### src/common/osgp_consts.svh
// Register offsets, field positions, reset values and bus codes of the shared-pin GPIO block
`ifndef OSGP_CONSTS_SVH
`define OSGP_CONSTS_SVH

`define OSGP_OFF_F_DATA 8'h00
`define OSGP_OFF_F_DIR 8'h04
`define OSGP_OFF_G_DATA 8'h08
`define OSGP_OFF_G_DIR 8'h0C
`define OSGP_OFF_G_PULL 8'h10
`define OSGP_OFF_SYS_CFG 8'h14
`define OSGP_OFF_STBY_CTRL 8'h18
`define OSGP_OFF_ACCESS 8'h1C

`define OSGP_SYS_RSTSEL_BIT 0
`define OSGP_SYS_OD_LSB 4
`define OSGP_STBY_FLOAT_BIT 0
`define OSGP_STBY_STOP_BIT 1
`define OSGP_STBY_WATCH_BIT 2
`define OSGP_ACC_RMW_BIT 0

`define OSGP_RST_F_DATA 3'h0
`define OSGP_RST_F_DIR 3'h0
`define OSGP_RST_F_OD 3'h0
`define OSGP_RST_G_DATA 2'h0
`define OSGP_RST_G_DIR 2'h0
`define OSGP_RST_G_PULL 2'h0

`define OSGP_RESP_OKAY 2'b00
`define OSGP_RESP_SLVERR 2'b10

`endif

### src/common/osgp_pkg.sv
// Types of the shared-pin GPIO block
package osgp_pkg;

    typedef enum logic [2:0] {
        OSGP_RUN = 3'b001,
        OSGP_STOP = 3'b010,
        OSGP_WATCH = 3'b100
    } osgp_mode_t;

endpackage

### src/verilog/osgp_pin_cell.sv
// One general-purpose pin: output register, float and hold in standby, input gate
`timescale 1ns/100ps
`default_nettype none

module osgp_pin_cell (
    // Clock and reset
    input wire logic aclk,
    input wire logic aresetn,
    // Control
    input wire logic dir,
    input wire logic latch,
    input wire logic open_drain,
    input wire logic avail,
    input wire logic hold,
    input wire logic float_en,
    input wire logic pull_bit,
    // Pin
    input wire logic pin_i,
    output logic pin_o,
    output logic pin_oe,
    output logic pull_on,
    output logic in_level
);

    // Outputs freeze while held unless floated, so a standby keeps the old level
    always_ff @(posedge aclk) begin
        if (!aresetn) begin
            pin_oe <= 1'b0;
            pin_o <= 1'b0;
        end else if (float_en) begin
            pin_oe <= 1'b0;
        end else if (!hold) begin
            pin_oe <= avail & dir & ~(open_drain & latch);
            pin_o <= latch & ~open_drain;
        end
    end

    // Pull-up never fights a low drive
    assign pull_on = pull_bit & ~(pin_oe & ~pin_o);
    // Floated input forced low to avoid leakage through an open gate
    assign in_level = pin_i & avail & ~float_en;

endmodule

`default_nettype wire

### src/verilog/osgp_axil_slave.sv
// AXI4-Lite slave front end: handshakes, one-word write and read strobes
`timescale 1ns/100ps
`default_nettype none
`include "osgp_consts.svh"

module osgp_axil_slave (
    // Clock and reset
    input wire logic aclk,
    input wire logic aresetn,
    // Write channels
    input wire logic [7:0] s_axi_awaddr,
    input wire logic s_axi_awvalid,
    output logic s_axi_awready,
    input wire logic [31:0] s_axi_wdata,
    input wire logic [3:0] s_axi_wstrb,
    input wire logic s_axi_wvalid,
    output logic s_axi_wready,
    output logic [1:0] s_axi_bresp,
    output logic s_axi_bvalid,
    input wire logic s_axi_bready,
    // Read channels
    input wire logic [7:0] s_axi_araddr,
    input wire logic s_axi_arvalid,
    output logic s_axi_arready,
    output logic [31:0] s_axi_rdata,
    output logic [1:0] s_axi_rresp,
    output logic s_axi_rvalid,
    input wire logic s_axi_rready,
    // Register side
    output logic wr_en,
    output logic [7:0] wr_addr,
    output logic [7:0] wr_data,
    output logic wr_lane0,
    input wire logic wr_ok,
    output logic rd_en,
    output logic [7:0] rd_addr,
    input wire logic [7:0] rd_data,
    input wire logic rd_ok
);

    logic aw_held;
    logic w_held;

    assign s_axi_awready = ~aw_held & ~s_axi_bvalid;
    assign s_axi_wready = ~w_held & ~s_axi_bvalid;
    assign wr_en = aw_held & w_held;
    assign s_axi_arready = ~s_axi_rvalid;
    assign rd_en = s_axi_arvalid & s_axi_arready;
    assign rd_addr = s_axi_araddr;

    // Address and data may arrive in either order
    always_ff @(posedge aclk) begin
        if (!aresetn) begin
            aw_held <= 1'b0;
            w_held <= 1'b0;
            wr_addr <= 8'h00;
            wr_data <= 8'h00;
            wr_lane0 <= 1'b0;
        end else if (wr_en) begin
            aw_held <= 1'b0;
            w_held <= 1'b0;
        end else begin
            if (s_axi_awvalid && s_axi_awready) begin
                aw_held <= 1'b1;
                wr_addr <= s_axi_awaddr;
            end
            if (s_axi_wvalid && s_axi_wready) begin
                w_held <= 1'b1;
                wr_data <= s_axi_wdata[7:0];
                wr_lane0 <= s_axi_wstrb[0];
            end
        end
    end

    always_ff @(posedge aclk) begin
        if (!aresetn) begin
            s_axi_bvalid <= 1'b0;
            s_axi_bresp <= `OSGP_RESP_OKAY;
        end else if (wr_en) begin
            s_axi_bvalid <= 1'b1;
            s_axi_bresp <= wr_ok ? `OSGP_RESP_OKAY : `OSGP_RESP_SLVERR;
        end else if (s_axi_bready) begin
            s_axi_bvalid <= 1'b0;
        end
    end

    always_ff @(posedge aclk) begin
        if (!aresetn) begin
            s_axi_rvalid <= 1'b0;
            s_axi_rdata <= 32'h00000000;
            s_axi_rresp <= `OSGP_RESP_OKAY;
        end else if (rd_en) begin
            s_axi_rvalid <= 1'b1;
            s_axi_rdata <= {24'h000000, rd_data};
            s_axi_rresp <= rd_ok ? `OSGP_RESP_OKAY : `OSGP_RESP_SLVERR;
        end else if (s_axi_rready) begin
            s_axi_rvalid <= 1'b0;
        end
    end

endmodule

`default_nettype wire

### src/verilog/osgp_top.sv
// Shared oscillator/reset pin GPIO ports F and G behind an AXI4-Lite register file
//
// Contract
// RULE1 - Port F direction one drives the pin with its latch bit.
// RULE2 - Port F direction zero makes the pin an input, driver off.
// RULE3 - Port F data writes always load the latch; only outputs show it.
// RULE4 - Port F input read gives pin level; read-modify-write read gives latch.
// RULE5 - Port F output read gives the latch value.
// RULE6 - Reset clears all port F direction bits, pins become inputs.
// RULE7 - Float bit set in stop or watch: port F floats, input forced low.
// RULE8 - Float bit clear in stop or watch: pin states and levels held.
// RULE9 - Open-drain port F output with latch one stays high impedance.
// RULE10 - External reset selected: port F pin 2 is reset input, no port.
// RULE11 - Port F uses bits 0 to 2; upper five bits absent.
// RULE12 - Port G uses bits 1 and 2; others absent.
// RULE13 - Port G direction one drives the pin with its latch bit.
// RULE14 - Port G direction zero makes the pin an input, driver off.
// RULE15 - Port G data writes always load the latch; only outputs show it.
// RULE16 - Port G input read gives pin level; read-modify-write read gives latch.
// RULE17 - Port G output read gives the latch value.
// RULE18 - Reset clears all port G direction bits.
// RULE19 - Float bit set in stop or watch: port G floats, input forced low.
// RULE20 - Port G pull-up bit one connects the pull-up.
// RULE21 - Port G pin driving low disconnects its pull-up.
// RULE22 - Software disables shared peripheral outputs before using a pin as port.
// RULE23 - Absent register bits ignore writes and read zero.
//
// Design decisions made here: the placing of the registers and the AXI4-Lite register port.
`timescale 1ns/100ps
`default_nettype none
`include "osgp_consts.svh"

module osgp_top (
    // Clock and reset
    input wire logic aclk,
    input wire logic aresetn,
    // AXI4-Lite write
    input wire logic [7:0] s_axi_awaddr,
    input wire logic s_axi_awvalid,
    output logic s_axi_awready,
    input wire logic [31:0] s_axi_wdata,
    input wire logic [3:0] s_axi_wstrb,
    input wire logic s_axi_wvalid,
    output logic s_axi_wready,
    output logic [1:0] s_axi_bresp,
    output logic s_axi_bvalid,
    input wire logic s_axi_bready,
    // AXI4-Lite read
    input wire logic [7:0] s_axi_araddr,
    input wire logic s_axi_arvalid,
    output logic s_axi_arready,
    output logic [31:0] s_axi_rdata,
    output logic [1:0] s_axi_rresp,
    output logic s_axi_rvalid,
    input wire logic s_axi_rready,
    // Port F pins
    input wire logic [2:0] port_f_pin_i,
    output logic [2:0] port_f_pin_o,
    output logic [2:0] port_f_pin_oe,
    // Port G pins
    input wire logic [2:1] port_g_pin_i,
    output logic [2:1] port_g_pin_o,
    output logic [2:1] port_g_pin_oe,
    output logic [2:1] port_g_pullup_on,
    // System
    input wire logic wake_event,
    output logic ext_reset_pin_level,
    output logic standby_active
);

    osgp_pkg::osgp_mode_t mode_reg;
    logic [2:0] port_f_data_latch_reg;
    logic [2:0] port_f_direction_reg;
    logic [2:0] port_f_open_drain_reg;
    logic [2:1] port_g_data_latch_reg;
    logic [2:1] port_g_direction_reg;
    logic [2:1] port_g_pullup_enable_reg;
    logic external_reset_select_reg;
    logic standby_pin_float_reg;
    logic read_modify_write_access_reg;

    logic wr_en;
    logic [7:0] wr_addr;
    logic [7:0] wr_data;
    logic wr_lane0;
    logic wr_ok;
    logic rd_en;
    logic [7:0] rd_addr;
    logic [7:0] rd_data;
    logic rd_ok;
    logic wr_take;
    logic hold;
    logic float_en;
    logic [2:0] f_avail;
    logic [2:0] f_in_level;
    logic [2:1] g_in_level;
    logic [2:0] f_read;
    logic [2:1] g_read;

    osgp_axil_slave u_bus (
        .aclk(aclk),
        .aresetn(aresetn),
        .s_axi_awaddr(s_axi_awaddr),
        .s_axi_awvalid(s_axi_awvalid),
        .s_axi_awready(s_axi_awready),
        .s_axi_wdata(s_axi_wdata),
        .s_axi_wstrb(s_axi_wstrb),
        .s_axi_wvalid(s_axi_wvalid),
        .s_axi_wready(s_axi_wready),
        .s_axi_bresp(s_axi_bresp),
        .s_axi_bvalid(s_axi_bvalid),
        .s_axi_bready(s_axi_bready),
        .s_axi_araddr(s_axi_araddr),
        .s_axi_arvalid(s_axi_arvalid),
        .s_axi_arready(s_axi_arready),
        .s_axi_rdata(s_axi_rdata),
        .s_axi_rresp(s_axi_rresp),
        .s_axi_rvalid(s_axi_rvalid),
        .s_axi_rready(s_axi_rready),
        .wr_en(wr_en),
        .wr_addr(wr_addr),
        .wr_data(wr_data),
        .wr_lane0(wr_lane0),
        .wr_ok(wr_ok),
        .rd_en(rd_en),
        .rd_addr(rd_addr),
        .rd_data(rd_data),
        .rd_ok(rd_ok)
    );

    function automatic logic addr_mapped(input logic [7:0] a);
        addr_mapped = (a == `OSGP_OFF_F_DATA) || (a == `OSGP_OFF_F_DIR) ||
            (a == `OSGP_OFF_G_DATA) || (a == `OSGP_OFF_G_DIR) ||
            (a == `OSGP_OFF_G_PULL) || (a == `OSGP_OFF_SYS_CFG) ||
            (a == `OSGP_OFF_STBY_CTRL) || (a == `OSGP_OFF_ACCESS);
    endfunction

    assign wr_ok = addr_mapped(wr_addr);
    assign rd_ok = addr_mapped(rd_addr);
    // Lane 0 alone carries every implemented bit
    assign wr_take = wr_en & wr_lane0;

    // Port registers; absent bits have no storage [RULE11] [RULE12] [RULE23]
    always_ff @(posedge aclk) begin
        if (!aresetn) begin
            port_f_data_latch_reg <= `OSGP_RST_F_DATA;
            port_f_direction_reg <= `OSGP_RST_F_DIR; // [RULE6]
            port_g_data_latch_reg <= `OSGP_RST_G_DATA;
            port_g_direction_reg <= `OSGP_RST_G_DIR; // [RULE18]
            port_g_pullup_enable_reg <= `OSGP_RST_G_PULL;
        end else if (wr_take) begin
            case (wr_addr)
                `OSGP_OFF_F_DATA: port_f_data_latch_reg <= wr_data[2:0]; // [RULE3]
                `OSGP_OFF_F_DIR: port_f_direction_reg <= wr_data[2:0];
                `OSGP_OFF_G_DATA: port_g_data_latch_reg <= wr_data[2:1]; // [RULE15]
                `OSGP_OFF_G_DIR: port_g_direction_reg <= wr_data[2:1];
                `OSGP_OFF_G_PULL: port_g_pullup_enable_reg <= wr_data[2:1]; // [RULE20]
                default: begin
                end
            endcase
        end
    end

    // System configuration and access mode
    always_ff @(posedge aclk) begin
        if (!aresetn) begin
            external_reset_select_reg <= 1'b0;
            port_f_open_drain_reg <= `OSGP_RST_F_OD;
            standby_pin_float_reg <= 1'b0;
            read_modify_write_access_reg <= 1'b0;
        end else if (wr_take) begin
            if (wr_addr == `OSGP_OFF_SYS_CFG) begin
                external_reset_select_reg <= wr_data[`OSGP_SYS_RSTSEL_BIT];
                port_f_open_drain_reg <= wr_data[`OSGP_SYS_OD_LSB +: 3];
            end
            if (wr_addr == `OSGP_OFF_STBY_CTRL) begin
                standby_pin_float_reg <= wr_data[`OSGP_STBY_FLOAT_BIT];
            end
            if (wr_addr == `OSGP_OFF_ACCESS) begin
                read_modify_write_access_reg <= wr_data[`OSGP_ACC_RMW_BIT];
            end
        end
    end

    // Standby mode; a wake in the same cycle as an entry lets the entry win
    always_ff @(posedge aclk) begin
        if (!aresetn) begin
            mode_reg <= osgp_pkg::OSGP_RUN;
        end else begin
            case (mode_reg)
                osgp_pkg::OSGP_RUN: begin
                    if (wr_take && wr_addr == `OSGP_OFF_STBY_CTRL) begin
                        if (wr_data[`OSGP_STBY_STOP_BIT]) begin
                            mode_reg <= osgp_pkg::OSGP_STOP;
                        end else if (wr_data[`OSGP_STBY_WATCH_BIT]) begin
                            mode_reg <= osgp_pkg::OSGP_WATCH;
                        end
                    end
                end
                osgp_pkg::OSGP_STOP, osgp_pkg::OSGP_WATCH: begin
                    if (wake_event) begin
                        mode_reg <= osgp_pkg::OSGP_RUN;
                    end
                end
                default: mode_reg <= osgp_pkg::OSGP_RUN;
            endcase
        end
    end

    assign hold = (mode_reg != osgp_pkg::OSGP_RUN); // [RULE8]
    assign float_en = hold & standby_pin_float_reg; // [RULE7] [RULE19]
    assign standby_active = hold;
    // Pin 2 belongs to the reset input while selected [RULE10]
    assign f_avail = {~external_reset_select_reg, 2'b11};
    assign ext_reset_pin_level = external_reset_select_reg & port_f_pin_i[2];

    genvar i;
    generate
        for (i = 0; i < 3; i = i + 1) begin : g_port_f
            osgp_pin_cell u_cell (
                .aclk(aclk),
                .aresetn(aresetn),
                .dir(port_f_direction_reg[i]), // [RULE1] [RULE2]
                .latch(port_f_data_latch_reg[i]),
                .open_drain(port_f_open_drain_reg[i]), // [RULE9]
                .avail(f_avail[i]),
                .hold(hold),
                .float_en(float_en),
                .pull_bit(1'b0),
                .pin_i(port_f_pin_i[i]),
                .pin_o(port_f_pin_o[i]),
                .pin_oe(port_f_pin_oe[i]),
                .pull_on(),
                .in_level(f_in_level[i])
            );
        end
        for (i = 1; i < 3; i = i + 1) begin : g_port_g
            osgp_pin_cell u_cell (
                .aclk(aclk),
                .aresetn(aresetn),
                .dir(port_g_direction_reg[i]), // [RULE13] [RULE14]
                .latch(port_g_data_latch_reg[i]),
                .open_drain(1'b0),
                .avail(1'b1),
                .hold(hold),
                .float_en(float_en),
                .pull_bit(port_g_pullup_enable_reg[i]), // [RULE20] [RULE21]
                .pin_i(port_g_pin_i[i]),
                .pin_o(port_g_pin_o[i]),
                .pin_oe(port_g_pin_oe[i]),
                .pull_on(port_g_pullup_on[i]),
                .in_level(g_in_level[i])
            );
        end
    endgenerate

    // Outputs and read-modify-write reads see the latch, inputs the pin
    assign f_read = (port_f_data_latch_reg & (port_f_direction_reg |
        {3{read_modify_write_access_reg}})) | (f_in_level & ~port_f_direction_reg &
        ~{3{read_modify_write_access_reg}}); // [RULE4] [RULE5]
    assign g_read = (port_g_data_latch_reg & (port_g_direction_reg |
        {2{read_modify_write_access_reg}})) | (g_in_level & ~port_g_direction_reg &
        ~{2{read_modify_write_access_reg}}); // [RULE16] [RULE17]

    always_comb begin
        rd_data = 8'h00; // [RULE23]
        case (rd_addr)
            `OSGP_OFF_F_DATA: rd_data = {5'h00, f_read};
            `OSGP_OFF_F_DIR: rd_data = {5'h00, port_f_direction_reg};
            `OSGP_OFF_G_DATA: rd_data = {5'h00, g_read, 1'b0};
            `OSGP_OFF_G_DIR: rd_data = {5'h00, port_g_direction_reg, 1'b0};
            `OSGP_OFF_G_PULL: rd_data = {5'h00, port_g_pullup_enable_reg, 1'b0};
            `OSGP_OFF_SYS_CFG: rd_data = {1'b0, port_f_open_drain_reg, 3'h0,
                external_reset_select_reg};
            `OSGP_OFF_STBY_CTRL: rd_data = {5'h00, mode_reg == osgp_pkg::OSGP_WATCH,
                mode_reg == osgp_pkg::OSGP_STOP, standby_pin_float_reg};
            `OSGP_OFF_ACCESS: rd_data = {7'h00, read_modify_write_access_reg};
            default: rd_data = 8'h00;
        endcase
    end
endmodule

`default_nettype wire

### config.mk
export PLATFORM = sky130hd
export DESIGN_NAME = osgp_top
export DESIGN_NICKNAME = d
export VERILOG_FILES = /design/src/common/osgp_pkg.sv /design/src/verilog/osgp_pin_cell.sv /design/src/verilog/osgp_axil_slave.sv /design/src/verilog/osgp_top.sv
export VERILOG_INCLUDE_DIRS = /design/src /design/src/common
export SDC_FILE = /design/constraint.sdc
export NUM_CORES = 1
export LEC_CHECK = 0
export BUFFER_PORTS_ARGS = -buffer_cell sky130_fd_sc_hd__buf_2
export CORE_MARGIN = 10
export CORE_UTILIZATION = 40
export CTS_CLUSTER_DIAMETER = 60
export DETAILED_ROUTE_END_ITERATION = 6
export PLACE_DENSITY = 0.8
export SLEW_MARGIN = 40
export SYNTH_ARGS = -nofsm -noshare
export SYNTH_HDL_FRONTEND = slang
export SYNTH_SLANG_ARGS = --single-unit
### constraint.sdc
create_clock -name aclk -period 3.99 [get_ports aclk]
set_input_delay 0.5985 -clock aclk [delete_from_list [all_inputs] [get_ports aclk]]
set_output_delay 0.5985 -clock aclk [all_outputs]
set_load 0.05 [all_outputs]
==> summary.txt, run 1 <==
status - finished clean
Mapped Cells - 346
Peak VDD IR - 0.1536 mV
Final Max Tran Viols - 0
Startpoint Class - register
DR vias - 2,448
achievable clock frequency - 0.4236 GHz
Area contributors post-synth - dfxtp_1 39%, buf_4 10%, mux2i_1 9.4%, nand2_1 5.1%, nor2_1 4.8%
CTS root buffer - clkbuf_8
pre-CTS WS - 1762 ps
Placer Congestion - 0.8595
Clock Path Buffers - 2
Routed WL - 7.368 mm
CTS Buf Count - 9
max reg flops - 8
Synth Cell Area - 0.002972 mm²
Ports - 120
CTS H-tree lvls - 3
core area - 0.007253 mm²
DRT Pass-1 Iters - 5
Final period util - 59.17%
overall power - 1.387 mW
CP endpoint kind - output port
Nets - 455
CTS tree - built
Initial Utilization - 40.97%
Resize count post-CTS - 0
GR Util All Layers - 12.95%
DP Area - 0.003144 mm²
Synth Warn # - 0
antenna cells - 0
grt ovf - 0
met2 Use GR - 20.80%
final cell area excluding filler cells - 0.003363 mm²
Hold Violations, Final - 0
global-route wire length before repair - 11.84 mm
Setup Fix Bufs, Post-CTS - 0
Syn Area/Cell - 8.588 µm²
DR iter-0 viols - 150
Reg with most FFs - u_bus.wr_addr
Yosys top cell area share - 39.07%
vias per cell - 4.955
Setup-failing EPs final - 0
post-route setup slack - 1629 ps
antenna-violating nets left - 0
busiest grt layer - met2
synthesis-to-finish area growth - 13.18%
Final Hold Slack - 451.4 ps
Worst-Margin Slew - 873.0 ps
layout cells sized above 1 - 23.54%
register area share after synthesis - 39.07%
Max Cap Violations - 0
WS Path Type - register to output port
number of global-route vias before repair - 2,412
Yosys reg bits - 58
worst-path maximum fanout - 15
Util after Layout - 46.37%
Core Rows - 31
pwr/cell area - 412.3 mW/mm²
PortBufs - 62
asr flop ratio synth - 0%
largest net degree at the start of global routing - 35
Tmin final - 2361 ps
placed cells - 478
die area - 0.01128 mm²
Die H - 106.2 µm
Post-Route Setup TNS - 0 ps
Lkg Pwr - 1.474 nW
worst skew pair latency - 340 ps
Largest regs - u_bus.wr_addr: 8 flops, u_bus.s_axi_rdata: 6 flops, u_bus.wr_data: 6 flops
DP HPWL - 5.572 mm
crit path DAT - 1760 ps
area leader, netlist - dfxtp_1
Avg WL per Cell - 14.91 µm
Post-CTS Hold Buffers - 0
WP data required - 3390 ps
antenna violations before repair - 0
EDFF count, synth - 0
Main synth FF type - dfxtp_1
DRC - 0
Slew Limit Headroom - 41.26%
Chip Width - 106.2 µm
met3 usage - 5.676%
final cell count without fillers - 494
M1 GR Usage - 14.78%
RSZ-0062 raised after global routing - false
Netlist cell types - 49
Clock transition at path regs - 60 ps
Final Skew - 7.634 ps
CTS sink count - 58
worst hold path class - register to register
[critical path, stage by stage (launching register included)]
cell and delay, ps:
dfxtp_1 420, nor3b_2 70, buf_4 180, inv_1 380
buf_2 360
[worst paths after layout]
kind	endpoint	slack [ps]	from	cells past startpoint
max	standby_active	1630	mode_reg[1]$_SDFFE_PN0P_	4
min	u_bus.wr_addr[1]$_SDFFE_PN0P_	450	u_bus.wr_addr[1]$_SDFFE_PN0P_	2
max reg2reg	u_bus.s_axi_rdata[4]$_SDFFE_PN0P_	2150	u_bus.s_axi_rvalid$_SDFFE_PN0P_	4
min reg2reg	u_bus.wr_addr[1]$_SDFFE_PN0P_	450	u_bus.wr_addr[1]$_SDFFE_PN0P_	2
[layer usage]
metal	vias up	part of all wire, %
met3	16	10
li1	1217	-
met4	0	1.8
met5	-	0
met1	1135	41
met2	80	47
[cell families after synthesis]
family	share of synthesized area (%)
compound gates	11.16
xor+xnor	0.2948
buf+inv	13.60
flops	39.07
mux	10.19
other cells	0.1262
simple gates	25.56
[cell usage after synthesis, types with 2 or more instances]
cell / count
nor2b_1: 5
nand3_1: 6
nand2_1: 40
mux2i_1: 28
nor4_1: 2
a22oi_1: 4
or4bb_1: 2
a211oi_1: 3
nor2_1: 38
nand3b_1: 5
clkbuf_1: 15
dfxtp_1: 58
buf_4: 40
buf_2: 2
mux2_2: 2
o22ai_1: 2
o21a_1: 2
a21oi_1: 24
or4_4: 2
a21boi_0: 2
or4b_2: 5
nand2b_1: 7
a32oi_1: 2
nor4_4: 2
inv_1: 7
o21ai_0: 4
and2_1: 5
nand4_1: 7
o211ai_1: 5
[cell type report]
| cell class | count | area [µm²] |
|---|---|---|
| inverter | 7 | 26.28 |
| multi-input combinational | 250 | 1508 |
| sequential | 58 | 1161 |
| timing repair buffer | 64 | 325.3 |
| clock inverter | 5 | 77.57 |
| tap | 99 | 123.9 |
| fill | 719 | 3890 |
| clock buffer | 11 | 141.4 |
[placed cells by master (no fill, tap or decap), drive strengths merged, types with 11 or more instances in the layout]
cell type	count
clkbuf	11
conb	28
mux2i	28
nor2	38
dfxtp	58
buf	64
a21oi	24
nand2	40
[report_power, final]
part           switching (mW)  internal (mW)
logic                   0.135         0.0438
registers              0.0161          0.594
clock network           0.232          0.366
Note: power is estimated with default switching activity, not from simulation.
==> inputs of run 2 (changes only) <==
==> constraint.sdc (replaced) <==
create_clock -name aclk -period 2.2 [get_ports aclk]
set_input_delay 0.33 -clock aclk [delete_from_list [all_inputs] [get_ports aclk]]
set_output_delay 0.33 -clock aclk [all_outputs]
set_load 0.05 [all_outputs]
==> summary.txt, run 2 (synthesized netlist as in run 1, its figures left out) <==
status - finished clean
Clock Path Buffers - 2
crit path DAT - 2040 ps
CTS tree - built
synthesis-to-finish area growth - 15.45%
Startpoint Class - register
Peak VDD IR - 0.2801 mV
die area - 0.01128 mm²
number of global-route vias before repair - 2,524
Max Cap Violations - 0
slowest CP cell - or4b_2
commonest non-fill, non-tap cell in the layout - buf_2
largest net degree at the start of global routing - 34
worst-path maximum fanout - 14
flop2flop setup slack - 370 ps
Reg with most FFs - u_bus.wr_addr
Resize count post-CTS - 0
DRT Pass-1 Iters - 4
Ports - 120
overall power - 2.673 mW
Chip Width - 106.2 µm
Post-Route Setup TNS - 0 ps
Avg WL per Cell - 14.96 µm
Placer Congestion - 0.8887
Worst Setup SP - mode_reg[1]$_SDFFE_PN0P_
DP HPWL - 5.671 mm
GR Util All Layers - 13.36%
CTS Buf Count - 9
layout cells sized above 1 - 24.37%
grt ovf - 0
crit-path max cell delay - 610 ps
antenna-violating nets left - 0
worst setup path end - u_bus.s_axi_rdata[1]$_SDFFE_PN0P_
PortBufs - 62
RSZ-0062 raised after global routing - false
antenna cells - 0
Initial Utilization - 40.97%
FF-to-FF path depth - 5
CP endpoint kind - register
Hold Violations, Final - 0
global-route wire length before repair - 12.30 mm
Die H - 106.2 µm
CTS sink count - 58
worst r2r src - mode_reg[1]$_SDFFE_PN0P_
core area - 0.007253 mm²
Lkg Pwr - 1.514 nW
most frequent cells in the layout - 62 x buf_2, 58 x dfxtp_1, 40 x nand2_1
CTS root buffer - clkbuf_8
pwr/cell area - 779.2 mW/mm²
Setup-failing EPs final - 0
WS Path Type - register to register
WP data required - 2420 ps
Largest regs - u_bus.wr_addr: 8 flops, u_bus.s_axi_rdata: 6 flops, u_bus.wr_data: 6 flops
Tmin final - 1826 ps
Final Max Tran Viols - 0
CP Cell Sequence - nor3b_2 -> buf_4 -> or4b_2 -> a32oi_1 -> o211ai_1
Top Family by Delay on Critical Path - simple AND/OR/NAND/NOR gates
CP Depth - 5
Core Rows - 31
Routed WL - 7.435 mm
origin of the worst min-delay path - s_axi_wdata[6]
Slew Limit Headroom - 56.45%
achievable clock frequency - 0.5476 GHz
antenna violations before repair - 0
Setup Fix Bufs, Post-CTS - 0
DR iter-0 viols - 170
Final period util - 83.01%
vias per cell - 4.992
CTS H-tree lvls - 3
max reg flops - 8
worst skew pair latency - 340 ps
DR vias - 2,481
worst hold path class - input pin to register
worst reg2reg endpoint - u_bus.s_axi_rdata[1]$_SDFFE_PN0P_
# fillers - 709
worst path bufs/invs - 1
Worst-Margin Slew - 652.5 ps
Clock transition at path regs - 70 ps
Nets - 458
DRC - 0
Post-CTS Hold Buffers - 0
Final Skew - 5.637 ps
==> run 2: per-layer routing <==
layer  wire length, µm  track usage (%)
met4               112            5.029
met2              3483            21.38
met3               854            6.763
met5                 0                0
met1              2985            14.92
==> run 2: per-stage QoR <==
step,instances,util (%),setup WS (ps),area [µm²],hold WS [ps]
after global placement,481,43.83,427.7,3179,438.2
after CTS,497,47.30,403.8,3431,217.4
final,497,47.30,373.7,3431,224.2
after detailed placement,481,43.83,402.6,3179,446.8
after floorplan,373,-,187.0,3073,432.1
after global routing,497,47.30,272.6,3431,227.9
==> run 2: how the worst min path moves through the flow <==
stage,end,slack (ps),cells past startpoint
floorplan,u_bus.wr_addr[1]$_SDFFE_PN0P_,430,2
global placement,g_port_f[2].u_cell.pin_o$_SDFFE_PN0P_,440,2
detailed placement,u_bus.wr_addr[1]$_SDFFE_PN0P_,450,2
CTS,u_bus.wr_addr[1]$_SDFFE_PN0P_,220,3
global route,u_bus.wr_addr[1]$_SDFFE_PN0P_,230,3
finish,u_bus.wr_data[6]$_SDFFE_PN0P_,220,3
==> run 2: layout make-up <==
class / instances / area, µm² / area share, %
clock buffer: 11 / 151.4 / 4.413
clock inverter: 5 / 100.1 / 2.918
tap: 99 / 123.9 / 3.611
inverter: 7 / 26.28 / 0.7659
multi-input combinational: 250 / 1508 / 43.95
sequential: 58 / 1161 / 33.84
timing repair buffer: 67 / 360.3 / 10.50
==> run 2: tightest hold or removal path, stage by stage <==
cell	delay, ps
buf_2	80
mux2i_1	60
nor2_1	70
==> run 2: power breakdown <==
part	internal, mW	switching, mW	leakage, nW
sequential	1.08	0.0296	0.471
clock	0.810	0.426	0.129
combinational	0.0855	0.245	0.914
==> inputs of run 3 (changes only) <==
==> constraint.sdc (replaced) <==
create_clock -name aclk -period 1.85 [get_ports aclk]
set_input_delay 0.2775 -clock aclk [delete_from_list [all_inputs] [get_ports aclk]]
set_output_delay 0.2775 -clock aclk [all_outputs]
set_load 0.05 [all_outputs]
==> summary.txt, run 3 (synthesized netlist as in run 1, its figures left out) <==
Core Rows - 31
flop2flop setup slack - 170 ps
Peak VDD IR - 0.3839 mV
DR iter-0 viols - 151
post-route setup slack - 162.8 ps
Lkg Pwr - 1.517 nW
antenna cells - 0
CTS sink count - 58
DRC - 0
PortBufs - 62
synthesis-to-finish area growth - 16.04%
Reg with most FFs - u_bus.wr_addr
die area - 0.01128 mm²
DRT Pass-1 Iters - 4
WS Path Type - register to output port
pwr/cell area - 872.4 mW/mm²
largest net degree at the start of global routing - 28
Setup Fix Bufs, Post-CTS - 0
layout cells sized above 1 - 25.56%
# fillers - 719
Final Max Tran Viols - 0
Hold Violations, Final - 0
Placer Congestion - 0.9029
worst-path maximum fanout - 8
Startpoint Class - register
number of global-route vias before repair - 2,531
Initial Utilization - 40.97%
Final period util - 91.20%
Post-CTS Hold Buffers - 0
hold path cells - 3
Register Area - 0.001161 mm²
CTS tree - built
DR vias - 2,476
core area - 0.007253 mm²
status - finished clean
antenna violations before repair - 0
WP data required - 1570 ps
CTS H-tree lvls - 3
most frequent cells in the layout - 62 x buf_2, 58 x dfxtp_1, 40 x nand2_1
achievable clock frequency - 0.5927 GHz
CTS Buf Count - 9
DP Area - 0.003222 mm²
Chip Width - 106.2 µm
grt ovf - 0
Clock transition at path regs - 70 ps
Final Hold Slack - 175.6 ps
Tmin final - 1687 ps
Avg WL per Cell - 14.64 µm
vias per cell - 4.932
Max Cap Violations - 0
Die H - 106.2 µm
Largest regs - u_bus.wr_addr: 8 flops, u_bus.s_axi_rdata: 6 flops, u_bus.wr_data: 6 flops
DP HPWL - 5.681 mm
Ports - 120
Post-Route Setup TNS - 0 ps
max reg flops - 8
worst hold path class - input pin to register
CTS root buffer - clkbuf_8
Clock Path Buffers - 2
Resize count post-CTS - 1
multi-input logic area - 0.001519 mm²
Routed WL - 7.350 mm
GR Util All Layers - 13.28%
final cell area excluding filler cells - 0.003448 mm²
Final Skew - 12.24 ps
crit path DAT - 1410 ps
Nets - 463
commonest non-fill, non-tap cell in the layout - buf_2
RSZ-0062 raised after global routing - false
Setup-failing EPs final - 0
global-route wire length before repair - 12.30 mm
CP endpoint kind - output port
FF-to-FF path depth - 4
worst skew pair latency - 340 ps
antenna-violating nets left - 0
pre-CTS WS - 107.8 ps
## run 3: cell types whose count changed in the layout (fill, tap and decap cells not counted), sizes merged
cell / before / now
bufinv: 3 / 2
clkbuf: 11 / 12
clkinvlp: 0 / 2
clkinv: 2 / 0
buf: 67 / 72
## run 3: path summary, 6_finish.rpt
kind / from / endpoint
setup / recovery: mode_reg[1]$_SDFFE_PN0P_ / standby_active
hold / removal: s_axi_awaddr[3] / u_bus.wr_addr[3]$_SDFFE_PN0P_
setup reg to reg: read_modify_write_access_reg$_SDFFE_PN0P_ / u_bus.s_axi_rdata[1]$_SDFFE_PN0P_
hold reg to reg: g_port_f[0].u_cell.pin_o$_SDFFE_PN0P_ / g_port_f[0].u_cell.pin_o$_SDFFE_PN0P_
## run 3: cell type report
type,instances,area share [%]
Clock buffer,12,4.209
Clock inverter,4,2.177
Inverter,7,0.7620
Multi-Input combinational cell,250,44.05
Sequential cell,58,33.67
Tap cell,99,3.592
Timing Repair Buffer,72,11.54
## run 3: worst max-delay path, stage by stage, from the launching register on
cell	delay, ps
dfxtp_1	370
nor3b_4	320
inv_2	140
buf_2	240
## run 3: metrics by stage
step / power (mW) / std cells / util (%)
after floorplan: 1.688 / 373 / -
after global placement: 1.734 / 486 / 44.42
after detailed placement: 1.743 / 486 / 44.42
after CTS: 3.034 / 502 / 47.54
after global routing: 3.145 / 502 / 47.54
final: 3.008 / 502 / 47.54
## run 3: where the power goes
group | internal [mW] | switching [mW]
combinational | 0.108 | 0.294
clock | 0.796 | 0.495
sequential | 1.28 | 0.0342
## run 3: metal layers
layer	vias up	part of all wire, %	GRT usage (%)	wire length [µm]
met4	0	1.5	5.416	108
met5	-	0	0	0
li1	1237	-	-	-
met2	82	48	21.82	3520
met3	8	9.5	5.374	696
met1	1149	41	15.02	3024
